<file path="config.mk">
export PLATFORM = sky130hd
export DESIGN_NAME = pfr_pin_function
export DESIGN_NICKNAME = d
export VERILOG_FILES = /design/src/pkg/pfr_pkg.sv /design/src/rtl/pfr_irq_sense.sv /design/src/rtl/pfr_pin_function.sv
export VERILOG_INCLUDE_DIRS = /design/src /design/src/pkg
export SDC_FILE = /design/constraint.sdc
export NUM_CORES = 1
export LEC_CHECK = 0
export ABC_AREA = 1
export BUFFER_PORTS_ARGS = -buffer_cell sky130_fd_sc_hd__buf_2
export CAP_MARGIN = 20
export CORE_MARGIN = 2
export CORE_UTILIZATION = 45
export CTS_BUF_LIST = sky130_fd_sc_hd__clkbuf_8
export CTS_CLUSTER_DIAMETER = 40
export DETAILED_ROUTE_END_ITERATION = 8
export GPL_TIMING_DRIVEN = 0
export PLACE_DENSITY = 0.78
export SETUP_SLACK_MARGIN = 0.4
export SYNTH_ARGS = -nofsm -noshare
export SYNTH_HDL_FRONTEND = slang
export SYNTH_HIERARCHICAL = 1
export SYNTH_SLANG_ARGS = --single-unit
</file>
<file path="constraint.sdc">
create_clock -name clock -period 2.2 [get_ports clock]
set_clock_uncertainty 0.1 [all_clocks]
set_input_delay 0.44 -clock clock [delete_from_list [all_inputs] [get_ports clock]]
set_output_delay 0.44 -clock clock [all_outputs]
set_load 0.02 [all_outputs]
</file>
<file path="src/pkg/pfr_defs.svh">
// Constants for the pin function and reset block.
// Assumes a 200 MHz oscillator clock; included by bare name.
`ifndef PFR_DEFS_SVH
`define PFR_DEFS_SVH
`define PFR_RST_QUAL_PERIODS 64
`define PFR_INT_CODE_TOP 18'h03fff
`define PFR_MAP_HI_BIT 1
`define PFR_MAP_LO_BIT 0
`define PFR_PORT_RESET 8'hff
`endif

</file>
<file path="src/pkg/pfr_pkg.sv">
// Types for the pin function and reset block.
// Assumes nothing beyond a SystemVerilog compiler.
package pfr_pkg;
  typedef enum logic [1:0] {PFR_RUN, PFR_IDLE, PFR_PDOWN, PFR_RESET} pfr_state_t;
  typedef struct packed {
    logic req;
    logic code;
    logic wr;
    logic [17:0] addr;
    logic [7:0] wdata;
  } pfr_bus_req_t;
  typedef struct packed {
    logic [7:0] o;
    logic [7:0] oe_n;
  } pfr_port_t;
endpackage : pfr_pkg

</file>
<file path="src/rtl/pfr_irq_sense.sv">
// One external interrupt input with edge or level sensing.
// Assumes the pin is synchronous to clock.
module pfr_irq_sense (
  input wire logic clock,
  input wire logic reset,
  input wire logic pin_n,
  input wire logic edge_sel,
  input wire logic flag_clear,
  output logic flag_reg
);
  logic pin_last_reg;
  logic hit;

  always_ff @(posedge clock or posedge reset) begin
    if (reset) begin
      pin_last_reg <= 1'b1;
    end else begin
      pin_last_reg <= pin_n;
    end
  end

  // edge or level
  assign hit = edge_sel ? (pin_last_reg && !pin_n) : !pin_n;

  // Set wins over clear so an event in the clearing cycle is kept.
  always_ff @(posedge clock or posedge reset) begin
    if (reset) begin
      flag_reg <= 1'b0;
    end else if (hit) begin
      flag_reg <= 1'b1;
    end else if (flag_clear) begin
      flag_reg <= 1'b0;
    end
  end
endmodule : pfr_irq_sense

</file>
<file path="src/rtl/pfr_pin_function.sv">
// Pin function, bus steering and reset qualification of the controller.
// Assumes all pins synchronous to clock; core issues bus requests.
// Behaviour
// Sampled select low sends every code fetch to the external bus.
// Select high fetches internal inside internal range, external otherwise.
// Select is captured during reset; the captured value steers code.
// With edge select set, a falling interrupt pin sets its flag.
// With edge select clear, a low interrupt pin sets its flag.
// Reset pin high for 64 periods enters internal reset; code resets at once on reset high.
// Reset pin high forces port pins to reset state asynchronously.
// Reset pin during idle or powerdown returns to normal operation.
// Code read strobe only for the range chosen by mapping bits.
// Mapping bits choose data read strobe or address bit sixteen.
// Page mode: low address on port zero, high address and data on port two.
// Port zero as general I/O only pulls low, floats for one.
// Counter-array pins are inputs in capture, outputs in compare or PWM.
// External clock input can step the counter array timer.
// Receive pin bidirectional in serial mode 0, input otherwise.
// Nonpage mode multiplexes low address and data on port zero.
// Address latch strobe pulses at bus cycle start with valid address.
// In serial mode 0 the transmit pin carries the shift clock.
// With no alternate function a pin is its general port bit.
`include "pfr_defs.svh"
module pfr_pin_function #(
  parameter int RST_CYCLES = `PFR_RST_QUAL_PERIODS,
  parameter logic [17:0] INT_CODE_TOP = `PFR_INT_CODE_TOP
) (
  input wire logic clock,
  input wire logic reset,
  input wire logic ext_access_select,
  input wire logic sleep_idle,
  input wire logic sleep_pdown,
  input wire logic [1:0] user_config_byte0,
  input wire logic page_mode,
  input wire pfr_pkg::pfr_bus_req_t bus_req,
  input wire logic [7:0] p0_gpio,
  input wire logic [7:0] p2_gpio,
  input wire logic [1:0] ext_irq_pins,
  input wire logic [1:0] irq_edge_select,
  input wire logic [1:0] irq_flag_clear,
  input wire logic [4:0] ca_capture_mode,
  input wire logic [4:0] ca_out,
  input wire logic [4:0] counter_array_pins_in,
  input wire logic counter_ext_clock,
  input wire logic [1:0] serial_mode,
  input wire logic ser_rx_drive,
  input wire logic ser_rx_out,
  input wire logic ser_tx_data,
  input wire logic ser_shift_clk,
  input wire logic rx_pin_in,
  output pfr_pkg::pfr_port_t port0_reg,
  output pfr_pkg::pfr_port_t port2_reg,
  output logic code_read_strobe_n_reg,
  output logic shared_rd_pin_reg,
  output logic addr_latch_strobe_reg,
  output logic int_fetch_reg,
  output logic core_reset_reg,
  output pfr_pkg::pfr_state_t state_reg,
  output logic [1:0] ext_irq_flags,
  output logic [4:0] counter_array_pins_o_reg,
  output logic [4:0] counter_array_pins_oe_n_reg,
  output logic [4:0] ca_capture_seen_reg,
  output logic ca_ext_tick_reg,
  output logic rx_o_reg,
  output logic rx_oe_n_reg,
  output logic rx_data_reg,
  output logic tx_o_reg
);
  logic strap_latched_reg;
  logic [6:0] rst_cnt_reg;
  logic [1:0] phase_reg;
  logic ext_clk_last_reg;
  logic ext_fetch;
  logic data_rd;
  logic code_in_map;
  logic bus_take;

  // capture strap
  always_ff @(posedge clock or posedge reset) begin
    if (reset) begin
      strap_latched_reg <= 1'b0;
    end else if (core_reset_reg) begin
      strap_latched_reg <= ext_access_select;
    end
  end

  // code steering
  assign ext_fetch = !strap_latched_reg || (bus_req.addr > INT_CODE_TOP);
  always_ff @(posedge clock or posedge reset) begin
    if (reset) begin
      int_fetch_reg <= 1'b0;
    end else begin
      int_fetch_reg <= bus_req.req && bus_req.code && !ext_fetch && !core_reset_reg;
    end
  end

  // qualify reset
  // wake on reset
  always_ff @(posedge clock or posedge reset) begin
    if (reset) begin
      rst_cnt_reg <= 7'h00;
      core_reset_reg <= 1'b1;
      state_reg <= pfr_pkg::PFR_RESET;
    end else begin
      if (rst_cnt_reg != 7'h00) begin
        rst_cnt_reg <= rst_cnt_reg - 7'h01;
      end
      case (state_reg)
        pfr_pkg::PFR_RESET: begin
          if (rst_cnt_reg == 7'h00 && core_reset_reg) begin
            rst_cnt_reg <= 7'(RST_CYCLES - 1);
            core_reset_reg <= 1'b0;
          end else if (rst_cnt_reg == 7'h01) begin
            state_reg <= pfr_pkg::PFR_RUN;
          end
        end
        pfr_pkg::PFR_RUN: begin
          if (sleep_pdown) begin
            state_reg <= pfr_pkg::PFR_PDOWN;
          end else if (sleep_idle) begin
            state_reg <= pfr_pkg::PFR_IDLE;
          end
        end
        pfr_pkg::PFR_IDLE, pfr_pkg::PFR_PDOWN: begin
          state_reg <= state_reg;
        end
        default: begin
          state_reg <= pfr_pkg::PFR_RESET;
        end
      endcase
    end
  end

  // strobe mapping: map 11 limits code to the low 64K, hi bit gives the address pin.
  assign code_in_map = (user_config_byte0 == 2'b11) ? (bus_req.addr[17:16] == 2'b00) : 1'b1;
  assign data_rd = bus_req.req && !bus_req.code && !bus_req.wr;
  assign bus_take = bus_req.req && (!bus_req.code || ext_fetch) && !core_reset_reg;

  // latch strobe phase
  // async port reset
  always_ff @(posedge clock or posedge reset) begin
    if (reset) begin
      phase_reg <= 2'b00;
      addr_latch_strobe_reg <= 1'b0;
      code_read_strobe_n_reg <= 1'b1;
      shared_rd_pin_reg <= 1'b1;
      port0_reg <= '{o: `PFR_PORT_RESET, oe_n: 8'hff};
      port2_reg <= '{o: `PFR_PORT_RESET, oe_n: 8'hff};
    end else if (bus_req.req && (!bus_req.code || ext_fetch) && !core_reset_reg) begin
      phase_reg <= (phase_reg == 2'b10) ? 2'b00 : phase_reg + 2'b01;
      addr_latch_strobe_reg <= (phase_reg == 2'b00);
      // code strobe range
      code_read_strobe_n_reg <= !(bus_req.code && code_in_map && phase_reg != 2'b00);
      // shared pin
      if (user_config_byte0[`PFR_MAP_HI_BIT]) begin
        shared_rd_pin_reg <= bus_req.addr[16];
      end else begin
        shared_rd_pin_reg <= !(data_rd && phase_reg != 2'b00);
      end
      if (page_mode) begin
        // page mode ports
        port0_reg <= '{o: bus_req.addr[7:0], oe_n: 8'h00};
        port2_reg <= '{o: (phase_reg == 2'b00) ? bus_req.addr[15:8] : bus_req.wdata,
                       oe_n: (phase_reg == 2'b00 || bus_req.wr) ? 8'h00 : 8'hff};
      end else begin
        // nonpage multiplex
        port0_reg <= '{o: (phase_reg == 2'b00) ? bus_req.addr[7:0] : bus_req.wdata,
                       oe_n: (phase_reg == 2'b00 || bus_req.wr) ? 8'h00 : 8'hff};
        port2_reg <= '{o: bus_req.addr[15:8], oe_n: 8'h00};
      end
    end else begin
      phase_reg <= 2'b00;
      addr_latch_strobe_reg <= 1'b0;
      code_read_strobe_n_reg <= 1'b1;
      shared_rd_pin_reg <= user_config_byte0[`PFR_MAP_HI_BIT] ? 1'b0 : 1'b1;
      // open drain port zero
      // general port bits
      port0_reg <= '{o: 8'h00, oe_n: p0_gpio};
      port2_reg <= '{o: p2_gpio, oe_n: 8'h00};
    end
  end

  // interrupt sensing
  for (genvar i = 0; i < 2; i++) begin : g_irq
    pfr_irq_sense u_sense (
      .clock(clock),
      .reset(reset),
      .pin_n(ext_irq_pins[i]),
      .edge_sel(irq_edge_select[i]),
      .flag_clear(irq_flag_clear[i]),
      .flag_reg(ext_irq_flags[i])
    );
  end

  // counter array direction
  always_ff @(posedge clock or posedge reset) begin
    if (reset) begin
      counter_array_pins_o_reg <= 5'h1f;
      counter_array_pins_oe_n_reg <= 5'h1f;
      ca_capture_seen_reg <= 5'h00;
    end else begin
      counter_array_pins_o_reg <= ca_out;
      counter_array_pins_oe_n_reg <= ca_capture_mode;
      ca_capture_seen_reg <= counter_array_pins_in & ca_capture_mode;
    end
  end

  // external clock tick
  always_ff @(posedge clock or posedge reset) begin
    if (reset) begin
      ext_clk_last_reg <= 1'b0;
      ca_ext_tick_reg <= 1'b0;
    end else begin
      ext_clk_last_reg <= counter_ext_clock;
      ca_ext_tick_reg <= ext_clk_last_reg && !counter_ext_clock;
    end
  end

  // serial pins
  always_ff @(posedge clock or posedge reset) begin
    if (reset) begin
      rx_o_reg <= 1'b1;
      rx_oe_n_reg <= 1'b1;
      rx_data_reg <= 1'b1;
      tx_o_reg <= 1'b1;
    end else begin
      rx_o_reg <= ser_rx_out;
      rx_oe_n_reg <= !(serial_mode == 2'b00 && ser_rx_drive);
      rx_data_reg <= rx_pin_in;
      tx_o_reg <= (serial_mode == 2'b00) ? ser_shift_clk : ser_tx_data;
    end
  end
endmodule : pfr_pin_function

</file>
==> impl_metrics.toml, run 1 <==
[setup_path]
worstSetupEndpointType = "output port"
reg2regPathDepth = 7
slowest_stage = "dfstp_2"
worstPathArrival_ns = 1.21
worst_r2r_startpoint = "rst_cnt_reg[0]"
worstPathRequired_ns = 1.66
worst_path_largest_cell_delay_ns = 0.61
cp-start-kind = "register"
crit_type = "reg -> out"
path_max_fanout = 8
path_cells = "buf_4 -> buf_2"
r2r-end = "rst_cnt_reg[1]"
r2r_slack_ns = 0.58

[global_route]
grt_pass1_vias = 2270
grt_first_pass_wirelength_mm = 10.2
grtUsageMet2_pct = 34.4
track_usage_pct = 20.0
grt_use_met1_pct = 24.2
gr-total-overflow = 0
top_usage_layer = "met2"
grt_max_degree = 36
met3_usage_pct = 4.57
antenna_found_initial = 0

[floorplan]
die-area_sq_um = 6840
io_pins = 143
die_h_um = 82.7
coreArea_sq_um = 5960
initial_core_util_pct = 46.8
die_w_um = 82.7
rows = 28

[pwr]
powerDensity_nw_per_um2 = 788
internal-power_uw = 2220
combPwrFrac_pct = 17.5
clkPwrFrac_pct = 37.2
p_switching_uw = 827
p_leak_uw = 0.00220
irDropWorstVdd_mv = 0.497
p_sw_share_pct = 27.2
seqPwrFrac_pct = 45.3

[final_layout]
fin_util_pct = 64.8
seq_area_sq_um = 1710
fillers = 515
nNetsFinal = 532
syn_to_final_growth_pct = 38.4
final_layout_size_suffix_gt1_share_pct = 51.9
final_common_cell = "buf_2"
final_cell_mix = "143 x buf_2, 107 x nand2_1, 46 x dfstp_2"
largest_reg_flops = 16
antenna-diode-count = 0
multi_input_area_sq_um = 862

[yosys]
synth_cells = 291
ys_ff_latch = 66
seq_area_frac_synth_pct = 61.3
ys_types = 31
synth_nets = 377
syn_avg_cell_area_sq_um = 9.58
synth_warnings = 6
syn_area_sq_um = 2790

[sta]
finalCritPeriodShare_pct = 79.4
fin_ws_ns = 0.454
hold_viol_final = 0
rsz0062_at_grt = "no"
tns_ns = 0
worstMarginPinSlew_ns = 0.774
slew_viol_final = 0
max_freq_mhz = 573
slew_headroom_pct = 48.3
report.final.setup_viol = 0
period_needed_ns = 1.75

[routing]
drt-total-wl_mm = 6.67
drt_iter0_drc = 56
firstDrtPassIters = 4
vias = 2383
routedWlPerCell_um = 12.7
vias_per_cell = 4.53
drc = 0
ant_nets = 0

[clock_tree]
numCtsBuffers = 9
cts_tree = "yes"
clkTransAtPathRegs_ns = 0.07
worstSkewPairLatency_ns = 0.33
numClockSinks = 66
htree_levels = 3
clockBufferDepth = 2
cts_root_buf = "clkbuf_8"

[place]
post-place-ws_ns = 0.575
portBuffers = 142
place_congestion = 0.898
place_hpwl_mm = 5.12

[hold_path]
worstHoldEndpoint = "counter_array_pins_o_reg[2]"
min_delay_path_depth = 1
hold_path_class = "in -> reg"
worstHoldStart = "ca_out[2]"

[run]
maxCapViolations = 0

[status]
status = "complete, no violations"
## cell usage after synthesis, drive strengths merged
cell	count	share of area [%]
nand3	14	2.7
dfrtp	20	18
a22oi	1	0.27
o21ai	3	0.54
nand3b	1	0.27
or2	1	0.22
nand2	110	15
mux2	2	0.81
a31oi	1	0.22
and2	1	0.22
inv	35	4.7
ha	4	1.8
nor3	2	0.54
nor2	21	3.9
dfstp	46	43
xor2	1	0.31
nand4	6	1.9
a21oi	10	1.8
buf	12	3.3
## through the flow
stage	hold WS, ns	power [uW]	area, sq um	instances
floorplan	0.0805	1720	2790	291
global placement	0.228	1910	3600	508
detailed placement	0.233	1930	3620	509
CTS	0.0827	3080	3850	526
global route	0.0781	3200	3860	526
finish	0.0998	3040	3860	526
## repair_timing
item,CTS,global route
setup buffers,0,0
hold buffers,1,0
hold endpoints to repair,2,0
endpoints found under the setup margin,0,4
resized for setup,0,1
## cell type report
type | instances | area share (%)
inverters | 35 | 3.50
clock buffers | 10 | 3.57
repair buffers | 144 | 19.2
clock inverters | 6 | 2.33
plain buffers | 12 | 2.37
multi-input cells | 178 | 22.3
well taps | 75 | 2.43
flip-flops and latches | 66 | 44.3
## power by group through the flow
stage / Sequential, uW / Combinational, uW / Clock [uW]
floorplan: 1500 / 218 / 0
global placement: 1400 / 510 / 0
detailed placement: 1400 / 536 / 0
CTS: 1380 / 539 / 1170
global route: 1390 / 599 / 1210
finish: 1380 / 532 / 1130
## metal layers
layer / routed length (um) / part of all wire (%)
met1: 2650 / 40
met2: 3510 / 53
met3: 403 / 6.0
met4: 104 / 1.6
met5: 0 / 0
## how the worst max path moves through the flow
| stage | endpoint | slack [ns] | startpoint | cells past startpoint |
|---|---|---|---|---|
| floorplan | state_reg[1] | 0.71 | state_reg[0] | 6 |
| global placement | phase_reg[0] | 0.58 | reset | 2 |
| detailed placement | rst_cnt_reg[1] | 0.58 | rst_cnt_reg[0] | 7 |
| CTS | port2_reg[2] | 0.43 | port2_reg[6] | 2 |
| global route | port2_reg[3] | 0.41 | port2_reg[6] | 2 |
| finish | port2_reg[2] | 0.45 | port2_reg[6] | 2 |
## logic make-up after synthesis
| family | count (synthesis) | share of synthesized area [%] |
|---|---|---|
| adders and majority gates | 4 | 1.79 |
| and+or+nand+nor | 156 | 25.0 |
| AOI/OAI and AO/OA | 15 | 2.83 |
| xor gates and xnor gates | 1 | 0.314 |
| buffers and inverters | 47 | 7.99 |
| muxes | 2 | 0.807 |
| DFF | 66 | 61.3 |
## worst max-delay path: cells and delay by family, from the launching register on
kind,cells,cell delay [ns]
buffers and inverters,2,0.28
flip-flops,1,0.61
No activity file was read; power rests on OpenSTA's default activity.
==> run 2: changes to the inputs <==
--- a/config.mk
+++ b/config.mk
@@ -10,12 +10,12 @@
 export BUFFER_PORTS_ARGS = -buffer_cell sky130_fd_sc_hd__buf_2
 export CAP_MARGIN = 20
 export CORE_MARGIN = 2
-export CORE_UTILIZATION = 45
+export CORE_UTILIZATION = 42
 export CTS_BUF_LIST = sky130_fd_sc_hd__clkbuf_8
 export CTS_CLUSTER_DIAMETER = 40
 export DETAILED_ROUTE_END_ITERATION = 8
 export GPL_TIMING_DRIVEN = 0
-export PLACE_DENSITY = 0.78
+export PLACE_DENSITY = 0.77
 export SETUP_SLACK_MARGIN = 0.4
 export SYNTH_ARGS = -nofsm -noshare
 export SYNTH_HDL_FRONTEND = slang
==> constraint.sdc (replaced) <==
create_clock -name clock -period 1.55 [get_ports clock]
set_clock_uncertainty 0.1 [all_clocks]
set_input_delay 0.31 -clock clock [delete_from_list [all_inputs] [get_ports clock]]
set_output_delay 0.31 -clock clock [all_outputs]
set_load 0.02 [all_outputs]
==> run 2 against run 1 <==
Compared with the run above:
- the flow now finishes with violations (setup timing)
- design area up 29%
- via count grew 15%
- sequential share of layout area decreased by 10 points
- routed wire length grew 44%
- largest cell class unchanged
==> impl_metrics.toml, run 2 (synthesis gave the netlist of run 1 again) <==
[pwr]
powerDensity_nw_per_um2 = 958
totalPowerFinal_uw = 4790
p_leak_uw = 0.00257
irDropWorstVdd_mv = 0.942

[floorplan]
io_pins = 143
die_h_um = 85.5
coreArea_sq_um = 6390
rows = 29
die-area_sq_um = 7310
die_w_um = 85.5
initial_core_util_pct = 43.7

[setup_path]
r2r_slack_ns = 0.03
worst_r2r_startpoint = "rst_cnt_reg[1]"
crit_type = "reg -> out"
cp-start-kind = "register"
r2r-end = "rst_cnt_reg[1]"
worstSetupEndpointType = "output port"
reg2regPathDepth = 7
path_max_fanout = 8
worstPathArrival_ns = 1.23
worstPathRequired_ns = 1.14

[global_route]
antenna_found_initial = 1
grt_use_met1_pct = 29.9
grtUsageMet2_pct = 42.8
grt_first_pass_wirelength_mm = 13.6
grt_pass1_vias = 2793
top_usage_layer = "met2"
grt_max_degree = 42
gr-total-overflow = 0
met3_usage_pct = 4.52
track_usage_pct = 24.2

[place]
dpl-instance-area_sq_um = 3730
post-place-ws_ns = 0.0475
placedCellCount = 511
portBuffers = 142
place_hpwl_mm = 5.22
place_congestion = 0.780

[final_layout]
syn_to_final_growth_pct = 79.1
final_cell_mix = "82 x buf_2, 79 x buf_6, 71 x nand2_1"
final_layout_size_suffix_gt1_share_pct = 66.9
multi_input_area_sq_um = 1190
nNetsFinal = 570
fillers = 363
fin_cells = 566
largest_reg_flops = 16
final_common_cell = "buf_2"
final_area_sq_um = 5000
antenna-diode-count = 0
seq_area_sq_um = 1710

[sta]
slew_headroom_pct = 67.2
report.final.setup_viol = 8
rsz0062_at_grt = "yes"
period_needed_ns = 1.64
fin_ws_ns = -0.0915
slew_viol_final = 0
finalCritPeriodShare_pct = 106
hold_viol_final = 0
max_freq_mhz = 609
worstMarginPinSlew_ns = 0.490

[routing]
drt_iter0_drc = 65
routedWlPerCell_um = 16.9
vias_per_cell = 4.86
drc = 0
firstDrtPassIters = 5
vias = 2748
ant_nets = 0
drt-total-wl_mm = 9.58

[clock_tree]
cts_tree = "yes"
numClockSinks = 66
htree_levels = 3
clockBufferDepth = 2
numCtsBuffers = 9
worstSkewPairLatency_ns = 0.33
clkTransAtPathRegs_ns = 0.08
cts_root_buf = "clkbuf_8"

[hold_path]
hold_path_class = "in -> reg"
worstHoldEndpoint = "rx_oe_n_reg"
worstHoldStart = "ser_rx_drive"
min_delay_path_depth = 2

[run]
maxCapViolations = 0

[status]
violations = "setup timing"
status = "finished with violations"
[run 2: changes by cell type in the layout (fill, tap and decap cells not counted), sizes merged]
cell / change
inv: +1
clkinv: -1
buf: +22
dlygate4sd3: +15
clkbuf: -1
clkinvlp: +2
[run 2: repair_timing]
action / 4_1_cts / 5_1_grt
gates cloned: 3 / 1
endpoints found under the setup margin: 99 / 143
gates resized for setup: 176 / 40
pin swaps: 18 / 15
buffers inserted: 11 / 8
endpoints found under the hold margin: 31 / 0
hold buffers: 16 / 0
[run 2: metrics by stage]
step / util (%) / TNS, ns / hold WS, ns
after floorplan: - / 0 / -0.0495
after detailed placement: 58.4 / 0 / 0.100
final: 78.2 / -0.653 / 0.00931
after global routing: 78.2 / -1.17 / -0.00640
after CTS: 75.0 / -0.739 / 0.00224
after global placement: 58.1 / -0.0394 / 0.0978
[run 2: routing by layer]
layer	vias to the layer above	share of wire, %
li1	1272	-
met1	1326	37
met2	126	55
met3	22	6.0
met4	2	1.7
met5	-	0.073
[run 2: area by class of cell]
class / count / area share [%]
timing repair buffer: 181 / 30.0
sequential: 66 / 34.2
buffer: 12 / 2.63
timing repair inverter: 1 / 0.100
clock buffer: 9 / 2.48
clock inverter: 7 / 1.93
inverter: 35 / 2.80
multi-input combinational: 178 / 23.9
tap: 77 / 1.93
[run 2: worst max-delay path: stages (launching register included)]
cell,delay (ns)
dfstp_2,0.66
buf_6,0.14
buf_6,0.10
[run 2: power breakdown]
part           internal [uW]  switching [uW]  total, uW
registers               1910             101       2010
logic                    566             610       1180
clock network            905             691       1600
[run 2: how the worst max path moves through the flow]
stage	slack [ns]	endpoint	depth (start not counted)	startpoint
final	-0.09	port2_reg[1]	2	port2_reg[6]
after global routing	-0.14	port2_reg[1]	2	port2_reg[6]
after CTS	-0.1	port2_reg[2]	2	port2_reg[6]
after detailed placement	0.05	rst_cnt_reg[1]	7	rst_cnt_reg[0]
after global placement	-0.04	phase_reg[0]	2	reset
after floorplan	0.14	state_reg[1]	6	state_reg[1]
